[config.mk]
export PLATFORM = sky130hd
export DESIGN_NAME = uif_core
export DESIGN_NICKNAME = d
export VERILOG_FILES = /design/src/include/uif_pkg.sv /design/src/rtl/uif_buf.sv /design/src/rtl/uif_core.sv
export SDC_FILE = /design/constraint.sdc
export NUM_CORES = 1
export LEC_CHECK = 0
export ABC_AREA = 1
export BUFFER_PORTS_ARGS = -buffer_cell sky130_fd_sc_hd__buf_4
export CORE_ASPECT_RATIO = 0.75
export CORE_UTILIZATION = 30
export DETAILED_ROUTE_END_ITERATION = 6
export PLACE_DENSITY = 0.54
export SYNTH_ARGS = -nofsm -noshare
export SYNTH_HDL_FRONTEND = slang
export SYNTH_HIERARCHICAL = 1
export SYNTH_SLANG_ARGS = --single-unit
export TNS_END_PERCENT = 10
[constraint.sdc]
create_clock -name mclk_i -period 2.15 [get_ports mclk_i]
set_input_delay 0.43 -clock mclk_i [delete_from_list [all_inputs] [get_ports mclk_i]]
set_output_delay 0.43 -clock mclk_i [all_outputs]
set_load 0.03 [all_outputs]
[src/include/uif_pkg.sv]
`default_nettype none
package uif_pkg;
    // Register offsets on the plain register port
    localparam logic [2:0] OFF_DATA = 3'h0;
    localparam logic [2:0] OFF_IER = 3'h1;
    localparam logic [2:0] OFF_IIR = 3'h2;
    localparam logic [2:0] OFF_FCR = 3'h2;
    localparam logic [2:0] OFF_LCR = 3'h3;
    localparam logic [2:0] OFF_LSR = 3'h5;
    localparam logic [2:0] OFF_MSR = 3'h6;
    // Enable register field positions
    localparam int IER_RDA = 0;
    localparam int IER_THE = 1;
    localparam int IER_RLS = 2;
    localparam int IER_MS = 3;
    // Other field positions
    localparam int FCR_EN = 0;
    localparam int LCR_DLAB = 7;
    localparam int LSR_THE = 5;
    localparam int IIR_VAR = 6;
    localparam int IIR_FEN = 7;
    // Reset values
    localparam logic [7:0] IER_RST = 8'h00;
    localparam logic [7:0] LCR_RST = 8'h00;
    localparam logic [15:0] DIV_RST = 16'h0000;
    // Identification codes: no-interrupt code, then causes highest priority first
    localparam logic [3:0] ID_NONE = 4'h1;
    localparam logic [3:0] ID_RLS = 4'h6;
    localparam logic [3:0] ID_RDA = 4'h4;
    localparam logic [3:0] ID_THE = 4'h2;
    localparam logic [3:0] ID_MS = 4'h0;
    // Write-to-interrupt delay in baud ticks (16..48 window)
    localparam int SI_MIN_TICKS = 16;
    localparam int SI_MAX_TICKS = 48;
    localparam logic [5:0] SI_DELAY = 6'h20;
    localparam int BUF_DEPTH = 2;

    // Transmit word, data byte only
    typedef struct packed {
        logic [7:0] data;
    } uif_word_type;

    // Pending interrupt causes
    typedef struct packed {
        logic rls;
        logic rda;
        logic the;
        logic ms;
    } uif_cause_type;
endpackage
`default_nettype wire

[src/rtl/uif_buf.sv]
`timescale 1ns/100ps
`default_nettype none
module uif_buf #(
    parameter int WIDTH = 8
) (
    input wire logic mclk_i,
    input wire logic rst_i,
    input wire logic in_valid_i,
    output logic in_ready_o,
    input wire logic [WIDTH-1:0] in_data_i,
    output logic out_valid_o,
    input wire logic out_ready_i,
    output logic [WIDTH-1:0] out_data_o
);
    logic [WIDTH-1:0] mem_q [2];
    logic wp_q;
    logic rp_q;
    logic [1:0] cnt_q;
    wire push = in_valid_i && (cnt_q != 2'h2);
    wire pop = out_ready_i && (cnt_q != 2'h0);

    // Flags and head word
    assign in_ready_o = (cnt_q != 2'h2);
    assign out_valid_o = (cnt_q != 2'h0);
    assign out_data_o = mem_q[rp_q];

    // Two-entry storage with pointers
    always_ff @(posedge mclk_i or posedge rst_i) begin
        if (rst_i) begin
            wp_q <= 1'b0;
            rp_q <= 1'b0;
            cnt_q <= 2'h0;
            mem_q[0] <= '0;
            mem_q[1] <= '0;
        end else begin
            if (push) begin
                mem_q[wp_q] <= in_data_i;
                wp_q <= ~wp_q;
            end
            if (pop) begin
                rp_q <= ~rp_q;
            end
            cnt_q <= cnt_q + {1'b0, push} - {1'b0, pop};
        end
    end
endmodule
`default_nettype wire

[src/rtl/uif_core.sv]
`timescale 1ns/100ps
`default_nettype none
// Overview of operation
// - On CMOS builds the baud generator stays stopped after reset until divisors are written.
// - On CMOS builds the first transmit write raises the transmit interrupt 16 to 48 ticks later.
// - Identification bit 7 reads one whenever the FIFOs are enabled.
// - Identification bit 6 reads one with FIFOs on in the corrected variant, else always zero.
// - Setting FIFO control bit 0 enables FIFO mode and sets identification bit 7, and bit 6 in the corrected variant.
// - The interrupt output is a level that stays high while any enabled cause is pending.
// - Writing zero to the enable register drops the output; re-enabling raises it again.
// - Four causes exist: line status, receive data, transmit empty, modem status, each gated by its own enable bit.
// - Line status and receive data outrank transmit empty in the identification.
// - Setting the transmit enable raises the transmit interrupt only if the holding register is empty.
// - Reading the identification register while it reports transmit empty clears that indication.
module uif_core #(
    parameter bit CMOS = 1'b1,
    parameter bit FIFO_FIXED = 1'b1
) (
    input wire logic mclk_i,
    input wire logic rst_i,
    input wire logic [2:0] addr_i,
    input wire logic [7:0] wdata_i,
    input wire logic wr_i,
    input wire logic rd_i,
    output logic [7:0] rdata_o,
    input wire logic line_err_i,
    input wire logic rx_avail_i,
    input wire logic modem_chg_i,
    input wire logic tx_ready_i,
    output logic tx_valid_o,
    output logic [7:0] tx_data_o,
    output logic baud_tick_o,
    output logic interrupt_out_o
);
    logic [7:0] ier_q;
    logic [7:0] lcr_q;
    logic [15:0] div_q;
    logic [15:0] bcnt_q;
    logic brun_q;
    logic fifo_en_q;
    logic the_int_q;
    logic si_arm_q;
    logic [5:0] si_cnt_q;
    logic first_wr_q;
    logic [7:0] rdata_q;
    logic irq_q;
    logic tick_q;
    logic [1:0] err_s_q;
    logic [1:0] rx_s_q;
    logic [1:0] ms_s_q;
    logic buf_in_ready;
    logic buf_out_valid;
    logic [7:0] buf_out_data;
    uif_pkg::uif_word_type wr_word;
    uif_pkg::uif_cause_type cause;

    // Decode of register port
    wire dlab = lcr_q[uif_pkg::LCR_DLAB];
    wire wr_data = wr_i && (addr_i == uif_pkg::OFF_DATA) && !dlab;
    wire wr_dll = wr_i && (addr_i == uif_pkg::OFF_DATA) && dlab;
    wire wr_dlm = wr_i && (addr_i == uif_pkg::OFF_IER) && dlab;
    wire wr_ier = wr_i && (addr_i == uif_pkg::OFF_IER) && !dlab;
    wire wr_fcr = wr_i && (addr_i == uif_pkg::OFF_FCR);
    wire wr_lcr = wr_i && (addr_i == uif_pkg::OFF_LCR);
    wire rd_iir = rd_i && (addr_i == uif_pkg::OFF_IIR);
    wire hold_empty = buf_in_ready && !buf_out_valid;
    wire new_tx_interrupt_enable_bit = wdata_i[uif_pkg::IER_THE];
    assign wr_word.data = wdata_i;

    // Pending causes gated by enables
    assign cause.rls = err_s_q[1] && ier_q[uif_pkg::IER_RLS];
    assign cause.rda = rx_s_q[1] && ier_q[uif_pkg::IER_RDA];
    assign cause.the = the_int_q && ier_q[uif_pkg::IER_THE];
    assign cause.ms = ms_s_q[1] && ier_q[uif_pkg::IER_MS];
    wire any_int = |cause; // Level, no pulse per cause

    // Priority encode of identification code
    wire [3:0] id_code = cause.rls ? uif_pkg::ID_RLS :
                         cause.rda ? uif_pkg::ID_RDA :
                         cause.the ? uif_pkg::ID_THE :
                         cause.ms ? uif_pkg::ID_MS : uif_pkg::ID_NONE;
    wire fen_bit = fifo_en_q;
    wire var_bit = fifo_en_q && FIFO_FIXED;
    wire [7:0] iir_val = {fen_bit, var_bit, 2'b00, id_code};

    // Read data selection
    wire [7:0] lsr_val = {2'b00, hold_empty, 5'h00}; // Flag for polling
    wire [7:0] rd_mux = (addr_i == uif_pkg::OFF_DATA) ? (dlab ? div_q[7:0] : 8'h00) :
                        (addr_i == uif_pkg::OFF_IER) ? (dlab ? div_q[15:8] : ier_q) :
                        (addr_i == uif_pkg::OFF_IIR) ? iir_val :
                        (addr_i == uif_pkg::OFF_LCR) ? lcr_q :
                        (addr_i == uif_pkg::OFF_LSR) ? lsr_val : 8'h00;

    // Baud divider next state
    wire bcnt_end = (bcnt_q == 16'h0001) || (bcnt_q == 16'h0000);
    wire tick_d = brun_q && (div_q != 16'h0000) && bcnt_end;

    // Transmit-empty set conditions
    wire ier_rise = wr_ier && new_tx_interrupt_enable_bit && !ier_q[uif_pkg::IER_THE];
    wire the_set_ier = ier_rise && hold_empty;
    wire si_done = si_arm_q && tick_q && (si_cnt_q == uif_pkg::SI_DELAY);
    wire the_set_drain = !si_arm_q && buf_out_valid && tx_ready_i && !wr_data &&
                         (buf_out_valid && !buf_in_ready ? 1'b0 : 1'b1);

    // Synchronisers for external cause levels
    always_ff @(posedge mclk_i or posedge rst_i) begin
        if (rst_i) begin
            err_s_q <= 2'b00;
            rx_s_q <= 2'b00;
            ms_s_q <= 2'b00;
        end else begin
            err_s_q <= {err_s_q[0], line_err_i};
            rx_s_q <= {rx_s_q[0], rx_avail_i};
            ms_s_q <= {ms_s_q[0], modem_chg_i};
        end
    end

    // Control registers
    always_ff @(posedge mclk_i or posedge rst_i) begin
        if (rst_i) begin
            ier_q <= uif_pkg::IER_RST;
            lcr_q <= uif_pkg::LCR_RST;
            fifo_en_q <= 1'b0;
        end else begin
            if (wr_ier) begin
                ier_q <= {4'h0, wdata_i[3:0]}; // Zero write drops output
            end
            if (wr_lcr) begin
                lcr_q <= wdata_i;
            end
            if (wr_fcr) begin
                fifo_en_q <= wdata_i[uif_pkg::FCR_EN];
            end
        end
    end

    // Divisor latches and baud generator
    always_ff @(posedge mclk_i or posedge rst_i) begin
        if (rst_i) begin
            div_q <= uif_pkg::DIV_RST;
            brun_q <= !CMOS; // Stopped on CMOS builds until divisors rewritten
            bcnt_q <= 16'h0000;
            tick_q <= 1'b0;
        end else begin
            if (wr_dll) begin
                div_q[7:0] <= wdata_i;
            end
            if (wr_dlm) begin
                div_q[15:8] <= wdata_i;
            end
            if (wr_dll || wr_dlm) begin
                brun_q <= 1'b1; // Restart on divisor write
                bcnt_q <= 16'h0000;
            end else if (brun_q) begin
                bcnt_q <= bcnt_end ? div_q : bcnt_q - 16'h0001;
            end
            tick_q <= tick_d;
        end
    end

    // Transmit-empty interrupt with first-write delay
    always_ff @(posedge mclk_i or posedge rst_i) begin
        if (rst_i) begin
            the_int_q <= 1'b1;
            si_arm_q <= 1'b0;
            si_cnt_q <= 6'h00;
            first_wr_q <= 1'b1;
        end else begin
            if (wr_data && first_wr_q && CMOS) begin
                si_arm_q <= 1'b1; // Start delay window
                si_cnt_q <= 6'h00;
                first_wr_q <= 1'b0;
            end else if (si_arm_q && tick_q) begin
                si_cnt_q <= si_cnt_q + 6'h01;
                if (si_done) begin
                    si_arm_q <= 1'b0;
                end
            end
            // Set wins over clear
            if (si_done || the_set_ier || the_set_drain) begin
                the_int_q <= 1'b1;
            end else if (wr_data || (rd_iir && id_code == uif_pkg::ID_THE)) begin
                the_int_q <= 1'b0; // Ident read clears
            end
        end
    end

    // Registered outputs
    always_ff @(posedge mclk_i or posedge rst_i) begin
        if (rst_i) begin
            rdata_q <= 8'h00;
            irq_q <= 1'b0;
        end else begin
            rdata_q <= rd_i ? rd_mux : 8'h00;
            irq_q <= any_int;
        end
    end

    assign rdata_o = rdata_q;
    assign interrupt_out_o = irq_q;
    assign baud_tick_o = tick_q;

    // Transmit holding buffer
    uif_buf #(
        .WIDTH(8)
    ) u_buf (
        .mclk_i(mclk_i),
        .rst_i(rst_i),
        .in_valid_i(wr_data),
        .in_ready_o(buf_in_ready),
        .in_data_i(wr_word.data),
        .out_valid_o(buf_out_valid),
        .out_ready_i(tx_ready_i),
        .out_data_o(buf_out_data)
    );
    assign tx_valid_o = buf_out_valid;
    assign tx_data_o = buf_out_data;
endmodule
`default_nettype wire

==> key figures, run 1 <==
Hold path
  • Path type of the worst min-delay path: primary input to async pin

Global route
  • GRT Util Overall: 15.9%
  • Initial antenna violation count: 0
  • Wire length of the first global-routing pass: 20500 um
  • Vias in the first global route: 4058
  • Pin count of the biggest net entering global routing: 28
  • Overflow after GRT: 0

Yosys
  • Cell variety after synth: 35
  • Number of warnings reported in the yosys synthesis log: 6
  • Post-synthesis average cell area: 7.55 sq um
  • Count of state elements after synthesis: 91
  • Sequential cell area fraction in the yosys report: 47.7%
  • Netlist area before placement: 4780 sq um
  • Synthesized instance count: 633
  • Net Count, Synth: 658

Setup path
  • Critical path fanouts, max: 9
  • Kind of start point of the critical path: register
  • Data arrival time of the worst path: 1.58 ns
  • CP required: 1.72 ns
  • Type of element capturing the critical path: output port
  • Type of the worst setup path: register to output port

Layout
  • Fraction of layout cells with a size suffix above 1: 13.1%
  • Number of cells in the finished layout apart from fillers: 886
  • Most used cells in the layout excluding fill and tap cells: nand2_1 (231), dfrtp_1 (89), inv_1 (62)
  • Net count, final: 701
  • Most frequent standard cell in the layout excluding fill and tap cells: nand2_1
  • Layout overhead on the synthesized area: 17.3%
  • Number of antenna repair diodes: 0

Timing
  • Setup total negative slack: 0 ns
  • Highest Clock Rate: 0.498 GHz
  • Final setup violating endpoints: 0
  • Fin. max-slew vios: 0
  • Final hold vios: 0
  • Final Cycle Share: 93.4%
  • Slew of the pin with the lowest slew margin: 0.779 ns
  • RSZ-0062 raised after global routing: false
  • Rel. slew slack: 48.0%
  • Minimum clock period: 2.01 ns
  • Clock Skew: 0.00803 ns

Clocking
  • Clock transition at the registers of the reported paths: 0.07 ns
  • CTS H-tree depth: 3
  • Clock tree from TritonCTS: built
  • Count of clock tree sinks: 91
  • # hold bufs at CTS: 0
  • Clk Latency, worst-skew pair: 0.34 ns
  • Clock root buffer: clkbuf_16
  • Clock Tree Buf Depth: 2
  • Number of CTS-inserted buffers: 9

Routing
  • DRC violations left: 0
  • Via count: 4169
  • Final WL: 12300 um
  • First-pass detailed-route iteration total: 5
  • Ratio of routed vias to standard cells: 4.71
  • Violation count after the first detailed-route iteration: 253
  • Post-detailed-route count of antenna-violating nets: 0
  • Routed length per instance: 13.8 um

Place
  • Cell count after placement: 870
  • Routability-driven placement congestion ratio: 0.877
  • PortBufs: 37
  • Dpl hpwl: 9310 um

Die
  • Total Die Area: 16500 sq um
  • I/O pins: 38
  • Starting utilization of the core area: 31.0%
  • Die boundary width: 148 um
  • Core area: 15400 sq um
  • Overall die height: 111 um
  • Standard-cell rows: 39

Run status
  • Run status: complete, no violations

Flow run
  • Max-Cap Viols: 0

Power
  • Maximum VDD drop: 0.353 mV
  • Leakage power: 0.00294 uW
  • Pwr/cell area: 1220 nW/um^2
[area by class of cell]
class	instances	area, sq um
clock buffer	11	243
clock inverter	5	52.6
fill	1624	9810
inverter	68	263
multi-input combinational	459	2140
sequential	91	2280
tap	205	256
timing repair buffer	47	378
[critical path: stages (launching register included)]
cell and delay, ns:
dfrtp_1 0.58, clkinvlp_4 0.31, nand2_1 0.12, nand2_1 0.06, buf_4 0.16
[synth_stat cells, drive strengths merged]
master  count  share of area, %
or2         1              0.13
nor4        1              0.13
nor3b       2              0.31
dfrtp      89                47
inv        66               5.2
o21bai      1              0.16
nand3      60               7.0
nand3b      1              0.16
xor2        3              0.55
clkbuf      2              0.18
nor2       66               6.2
nor3        4              0.42
xnor2       1              0.18
nand4      21               2.9
nand2     238                19
clkinv      2              0.16
a21boi      1              0.16
o21ai      46               4.8
a21oi       5              0.52
dfstp       2               1.1
a31oi       1              0.13
o211ai      1              0.16
ha          6               1.6
buf        13               2.1
[flip-flops by register name, summed over array words and instances (netlist names)]
| register | cells |
|---|---|
| brun_q | 1 |
| baud_tick_o | 1 |
| si_arm_q | 1 |
| u_buf/rp_q | 1 |
| si_cnt_q | 6 |
| interrupt_out_o | 1 |
| rdata_o | 8 |
| u_buf/mem_q | 16 |
| ier_q | 4 |
| u_buf/wp_q | 1 |
| div_q | 16 |
| u_buf/cnt_q | 2 |
| fen_bit | 1 |
| the_int_q | 1 |
| lcr_q | 8 |
| first_wr_q | 1 |
| ms_s_q | 2 |
| rx_s_q | 2 |
| err_s_q | 2 |
| bcnt_q | 16 |
[cells by family after synthesis]
family	count (synthesis)	share of synthesized area, %
buf+inv	83	7.61
simple gates	394	36.5
flops	91	47.7
compound gates	55	5.94
xor+xnor	4	0.733
fa+ha+maj	6	1.57
[metal layers]
layer,vias to the layer above,global-route usage (%),wire length [um]
met1,1955,23.2,6170
met3,12,3.03,653
li1,2097,-,-
met2,105,23.9,5290
met4,0,4.33,148
met5,-,0,0
[final timing paths]
kind                       cells after the start  slack, ns              to        from
setup / recovery                               4       0.14    tx_data_o[0]  u_buf/rp_q
hold / removal                                 2       0.16        div_q[1]       rst_i
setup reg to reg                              13       0.32  u_buf/cnt_q[1]    lcr_q[7]
hold reg to reg                                0       0.35      err_s_q[1]  err_s_q[0]
max in group asynchronous                      3       1.40      first_wr_q       rst_i
min in group mclk_i                            1       0.20      err_s_q[0]  line_err_i
[timing repair]
item	4_1_cts	5_1_grt
buffers inserted	0	0
setup endpoints to repair	0	8
resized for setup	0	1
[power breakdown]
group | internal (uW) | leakage (uW) | total (uW) | switching [uW]
logic | 876 | 0.00165 | 2580 | 1710
clock network | 927 | 0.000145 | 1570 | 646
registers | 2210 | 0.00114 | 2710 | 501
[metrics by stage]
stage               util (%)  power (uW)  instance area, sq um  setup slack [ns]  hold slack [ns]
finish                  36.4        6870                  5610             0.142            0.156
global route            36.4        7420                  5610          0.000482            0.184
CTS                     36.4        6930                  5610            0.0977            0.165
detailed placement      34.4        5320                  5310            0.0635            0.337
global placement        34.4        5230                  5310             0.183            0.337
floorplan                  -        4540                  4790             0.190            0.331
Note: power is estimated with default switching activity, not from simulation.
==> inputs of run 2 (changes only) <==
--- a/config.mk
+++ b/config.mk
@@ -7,10 +7,11 @@
 export LEC_CHECK = 0
 export ABC_AREA = 1
 export BUFFER_PORTS_ARGS = -buffer_cell sky130_fd_sc_hd__buf_4
+export CAP_MARGIN = 30
 export CORE_ASPECT_RATIO = 0.75
 export CORE_UTILIZATION = 30
 export DETAILED_ROUTE_END_ITERATION = 6
-export PLACE_DENSITY = 0.54
+export PLACE_DENSITY = 0.53
 export SYNTH_ARGS = -nofsm -noshare
 export SYNTH_HDL_FRONTEND = slang
 export SYNTH_HIERARCHICAL = 1
==> constraint.sdc (replaced) <==
create_clock -name mclk_i -period 2.25 [get_ports mclk_i]
set_input_delay 0.45 -clock mclk_i [delete_from_list [all_inputs] [get_ports mclk_i]]
set_output_delay 0.45 -clock mclk_i [all_outputs]
set_load 0.03 [all_outputs]
==> key figures, run 2 (same netlist as run 1, synthesis figures left out) <==
Die
  • Die boundary width: 148 um
  • Core area: 15400 sq um
  • I/O pins: 38
  • Total Die Area: 16500 sq um
  • Overall die height: 111 um
  • Starting utilization of the core area: 31.0%
  • Standard-cell rows: 39

Setup path
  • Kind of start point of the critical path: register
  • Critical path buffers and inverters: 3
  • Type of element capturing the critical path: register
  • Critical path fanouts, max: 18
  • CP required: 2.48 ns
  • Beginning of the critical path: lcr_q[7]
  • Delay-heaviest family, CP: simple AND/OR/NAND/NOR gates
  • Data arrival time of the worst path: 2.11 ns
  • Worst flop-to-flop path startpoint: lcr_q[7]
  • Type of the worst setup path: register to register
  • Slowest cell on crit path: dfrtp_1
  • Largest stage delay on the critical path: 0.38 ns
  • Cell chain of the critical path: inv_1 > nand3_2 > inv_1 > buf_4 > nand3_1 > nand2_1 > nand2_1

Power
  • Leakage power: 0.00293 uW
  • Overall power consumption: 6490 uW
  • Logic gate share of total power: 38.3%
  • Internal power of the cells: 3730 uW
  • Pwr/cell area: 1170 nW/um^2
  • Maximum VDD drop: 0.332 mV
  • Clock Power Share: 22.2%
  • Portion of total power attributed to sequential cells: 39.6%
  • Net Sw Power: 2760 uW
  • Proportion of total power due to net switching: 42.6%

Clocking
  • # hold bufs at CTS: 0
  • Clk Latency, worst-skew pair: 0.34 ns
  • Clock Tree Buf Depth: 2
  • Post-cts repair resize count: 0
  • CTS H-tree depth: 3
  • Clock tree from TritonCTS: built
  • Count of clock tree sinks: 91
  • Number of CTS-inserted buffers: 9
  • Clock root buffer: clkbuf_16
  • Clock transition at the registers of the reported paths: 0.07 ns
  • Setup repair bufs after CTS: 0

Timing
  • Rel. slew slack: 49.5%
  • Fin. max-slew vios: 0
  • Highest Clock Rate: 0.532 GHz
  • Minimum clock period: 1.88 ns
  • Final hold vios: 0
  • Final Cycle Share: 83.5%
  • Slew of the pin with the lowest slew margin: 0.756 ns
  • RSZ-0062 raised after global routing: false
  • Setup total negative slack: 0 ns
  • Final setup violating endpoints: 0
  • Clock Skew: 0.00925 ns

Routing
  • Final WL: 12400 um
  • DRC violations left: 0
  • Ratio of routed vias to standard cells: 4.74
  • Via count: 4189
  • Violation count after the first detailed-route iteration: 308
  • First-pass detailed-route iteration total: 5
  • Routed length per instance: 14.1 um
  • Post-detailed-route count of antenna-violating nets: 0

Global route
  • Wire length of the first global-routing pass: 20700 um
  • Vias in the first global route: 3961
  • Overflow after GRT: 0
  • Initial antenna violation count: 0
  • GRT Util Overall: 16.0%
  • Pin count of the biggest net entering global routing: 40

Layout
  • Most used cells in the layout excluding fill and tap cells: nand2_1 (231), dfrtp_1 (89), inv_1 (62)
  • Net count, final: 699
  • Largest registers: bcnt_q: 16 flops, div_q: 16 flops, u_buf/mem_q: 16 flops
  • Most frequent standard cell in the layout excluding fill and tap cells: nand2_1
  • Core utilization of the finished layout: 36.0%
  • Number of cells in the finished layout apart from fillers: 884
  • Fraction of layout cells with a size suffix above 1: 12.7%
  • Layout overhead on the synthesized area: 16.2%
  • Number of antenna repair diodes: 0

Run status
  • Run status: complete, no violations

Hold path
  • Path type of the worst min-delay path: primary input to async pin

Place
  • Dpl hpwl: 9270 um
  • PortBufs: 37
  • Cell count after placement: 868
  • Routability-driven placement congestion ratio: 0.861

Flow run
  • Max-Cap Viols: 0
[run 2: cell count changes in the layout (fill, tap and decap cells not counted), sizes merged]
cell	previous run	this run
buf	47	45
bufinv	1	0
inv	65	68
clkinvlp	3	1
[run 2: worst paths after layout]
kind                                  end  slack [ns]  cells after the start
setup / recovery           u_buf/mem_q[5]        0.37                      7
hold / removal                  ms_s_q[0]        0.11                      2
setup reg to reg           u_buf/mem_q[5]        0.37                      7
hold reg to reg                err_s_q[1]        0.35                      0
max in group asynchronous      first_wr_q        1.51                      3
min in group mclk_i             ms_s_q[0]        0.21                      1
[run 2: layout make-up]
| class | instances | area (sq um) |
|---|---|---|
| Fill cell | 1621 | 9860 |
| Sequential cell | 91 | 2280 |
| Multi-Input combinational cell | 459 | 2140 |
| Timing Repair Buffer | 45 | 350 |
| Tap cell | 205 | 256 |
| Inverter | 68 | 255 |
| Clock buffer | 11 | 243 |
| Clock inverter | 5 | 35.0 |
[run 2: per-stage QoR]
step	hold WS (ns)	setup WS, ns	cell area, sq um
floorplan	0.331	0.00674	4780
global placement	0.336	0.179	5280
detailed placement	0.335	0.0800	5280
CTS	0.123	0.413	5560
global route	0.132	0.239	5560
finish	0.110	0.372	5560
[run 2: per-layer routing]
layer	global-route usage [%]	vias to the layer above	wire length, um
met4	3.30	0	97
met3	2.87	6	537
met2	23.7	96	5450
li1	-	2098	-
met5	0	-	0
met1	24.3	1989	6360
[run 2: power by group through the flow]
stage	registers, uW	logic [uW]	clock network [uW]
global placement	2570	2430	0
global route	2630	2840	1540
floorplan	2460	1890	0
finish	2570	2480	1440
CTS	2560	2500	1480
detailed placement	2580	2490	0
[run 2: worst reg2reg max path, delay by kind of cell, from the launching register on]
kind / cells / cell delay (ns)
buffers and inverters: 3 / 0.68
flip-flops: 1 / 0.38
AND/OR/NAND/NOR: 4 / 0.71
==> inputs of run 3 (changes only) <==
--- a/config.mk
+++ b/config.mk
@@ -11,7 +11,7 @@
 export CORE_ASPECT_RATIO = 0.75
 export CORE_UTILIZATION = 30
 export DETAILED_ROUTE_END_ITERATION = 6
-export PLACE_DENSITY = 0.53
+export PLACE_DENSITY = 0.54
 export SYNTH_ARGS = -nofsm -noshare
 export SYNTH_HDL_FRONTEND = slang
 export SYNTH_HIERARCHICAL = 1
==> constraint.sdc (replaced) <==
create_clock -name mclk_i -period 1.6 [get_ports mclk_i]
set_input_delay 0.32 -clock mclk_i [delete_from_list [all_inputs] [get_ports mclk_i]]
set_output_delay 0.32 -clock mclk_i [all_outputs]
set_load 0.03 [all_outputs]
==> key figures, run 3 (same netlist as run 1, synthesis figures left out) <==
Timing
  • Clock Skew: 0.00945 ns
  • Final setup violating endpoints: 0
  • RSZ-0062 raised after global routing: true
  • Setup total negative slack: 0 ns
  • Highest Clock Rate: 0.639 GHz
  • Final Cycle Share: 97.9%
  • Minimum clock period: 1.57 ns
  • Crit path setup slack, layout: 0.0343 ns
  • Worst hold slack: 0.0391 ns
  • Rel. slew slack: 73.5%
  • Final hold vios: 0
  • Slew of the pin with the lowest slew margin: 0.398 ns
  • Fin. max-slew vios: 0

Flow run
  • Max-Cap Viols: 0

Layout
  • Largest registers: bcnt_q: 16 flops, div_q: 16 flops, u_buf/mem_q: 16 flops
  • Fraction of layout cells with a size suffix above 1: 18.4%
  • Number of antenna repair diodes: 0
  • Net count, final: 737
  • Most frequent standard cell in the layout excluding fill and tap cells: nand2_1
  • Layout overhead on the synthesized area: 24.2%
  • Most used cells in the layout excluding fill and tap cells: nand2_1 (230), dfrtp_1 (89), buf_4 (81)
  • Number of cells in the finished layout apart from fillers: 922
  • Final design area excluding fillers: 5940 sq um
  • Final-layout fill cell count: 1628

Routing
  • Via count: 4251
  • DRC violations left: 0
  • Routed length per instance: 13.4 um
  • Ratio of routed vias to standard cells: 4.61
  • Final WL: 12400 um
  • Violation count after the first detailed-route iteration: 311
  • First-pass detailed-route iteration total: 5
  • Post-detailed-route count of antenna-violating nets: 0

Setup path
  • Data arrival time of the worst path: 1.84 ns
  • Critical path fanouts, max: 18
  • Slowest cell on crit path: dfrtp_1
  • CP required: 1.88 ns
  • Type of element capturing the critical path: register
  • Type of the worst setup path: register to register
  • Most repeated library cell on the critical path: nand2_1
  • Largest stage delay on the critical path: 0.40 ns
  • Kind of start point of the critical path: register
  • Cell chain of the critical path: nor2_1 > nand2_1 > nor2_4 > nand2_8 > buf_4 > nand3_1 > nand2_1 > nand2_1

Place
  • PortBufs: 37
  • Area after detailed placement: 5580 sq um
  • Dpl hpwl: 9230 um
  • Post-placement setup slack: -0.195 ns
  • Routability-driven placement congestion ratio: 0.899
  • Cell count after placement: 906

Global route
  • Wire length of the first global-routing pass: 20800 um
  • GRT Util Overall: 15.8%
  • Pin count of the biggest net entering global routing: 72
  • Initial antenna violation count: 0
  • Overflow after GRT: 0
  • Vias in the first global route: 4041

Clocking
  • Count of clock tree sinks: 91
  • Clock transition at the registers of the reported paths: 0.06 ns
  • CTS H-tree depth: 3
  • Setup repair bufs after CTS: 0
  • Clock root buffer: clkbuf_16
  • Clock tree from TritonCTS: built
  • Clock Tree Buf Depth: 2
  • Number of CTS-inserted buffers: 9
  • Clk Latency, worst-skew pair: 0.33 ns

Die
  • Standard-cell rows: 39
  • I/O pins: 38
  • Core area: 15400 sq um
  • Starting utilization of the core area: 31.0%
  • Overall die height: 111 um
  • Die boundary width: 148 um
  • Total Die Area: 16500 sq um

Hold path
  • Path type of the worst min-delay path: primary input to async pin

Power
  • Maximum VDD drop: 0.572 mV
  • Leakage power: 0.00311 uW
  • Pwr/cell area: 1660 nW/um^2

Run status
  • Run status: complete, no violations
-- run 3: metal layers --
metal / global-route usage [%] / part of all wire (%)
met2: 22.9 / 42
met3: 3.07 / 4.8
met4: 3.51 / 1.0
met1: 24.2 / 52
met5: 0 / 0
-- run 3: cell type report --
cell class                      count  area, sq um  area share (%)
Clock inverter                      2         60.1            1.01
Sequential cell                    91         2280            38.4
Inverter                           68          263            4.42
Clock buffer                       14          254            4.28
Tap cell                          205          256            4.32
Multi-Input combinational cell    459         2180            36.7
Timing Repair Buffer               83          648            10.9
-- run 3: what timing repair did --
action,in CTS,in global routing
hold buffers,0,0
pin swaps,0,2
cloned,0,0
resized for setup,1,15
endpoints found under the setup margin,8,23
-- run 3: critical path, delay by kind of cell (launching register included) --
kind,cells,cell delay (ns)
buf+inv,1,0.17
flops,1,0.40
simple gates,7,0.94
-- run 3: power breakdown --
group | internal, uW | switching, uW | leakage (uW) | total (uW)
Sequential | 2970 | 573 | 0.00114 | 3540
Combinational | 1530 | 2520 | 0.00182 | 4050
Clock | 1420 | 845 | 0.000151 | 2260
Total | 5910 | 3940 | 0.00311 | 9850
-- run 3: through the flow --
stage,total power (uW),util (%)
CTS,9810,38.2
floorplan,6110,-
global placement,7410,36.2
global route,10600,38.5
detailed placement,7510,36.2
finish,9850,38.5
-- run 3: final timing paths --
check                           depth (start not counted)       start  slack, ns         endpoint
worst min register to register                          0  err_s_q[0]       0.34       err_s_q[1]
max in group asynchronous                               3       rst_i       1.16       first_wr_q
worst max-delay path                                    8  bcnt_q[14]       0.03       bcnt_q[14]
worst min-delay path                                    3       rst_i       0.04  u_buf/mem_q[12]
min in group mclk_i                                     1  line_err_i       0.10       err_s_q[0]
worst max register to register                          8  bcnt_q[14]       0.03       bcnt_q[14]
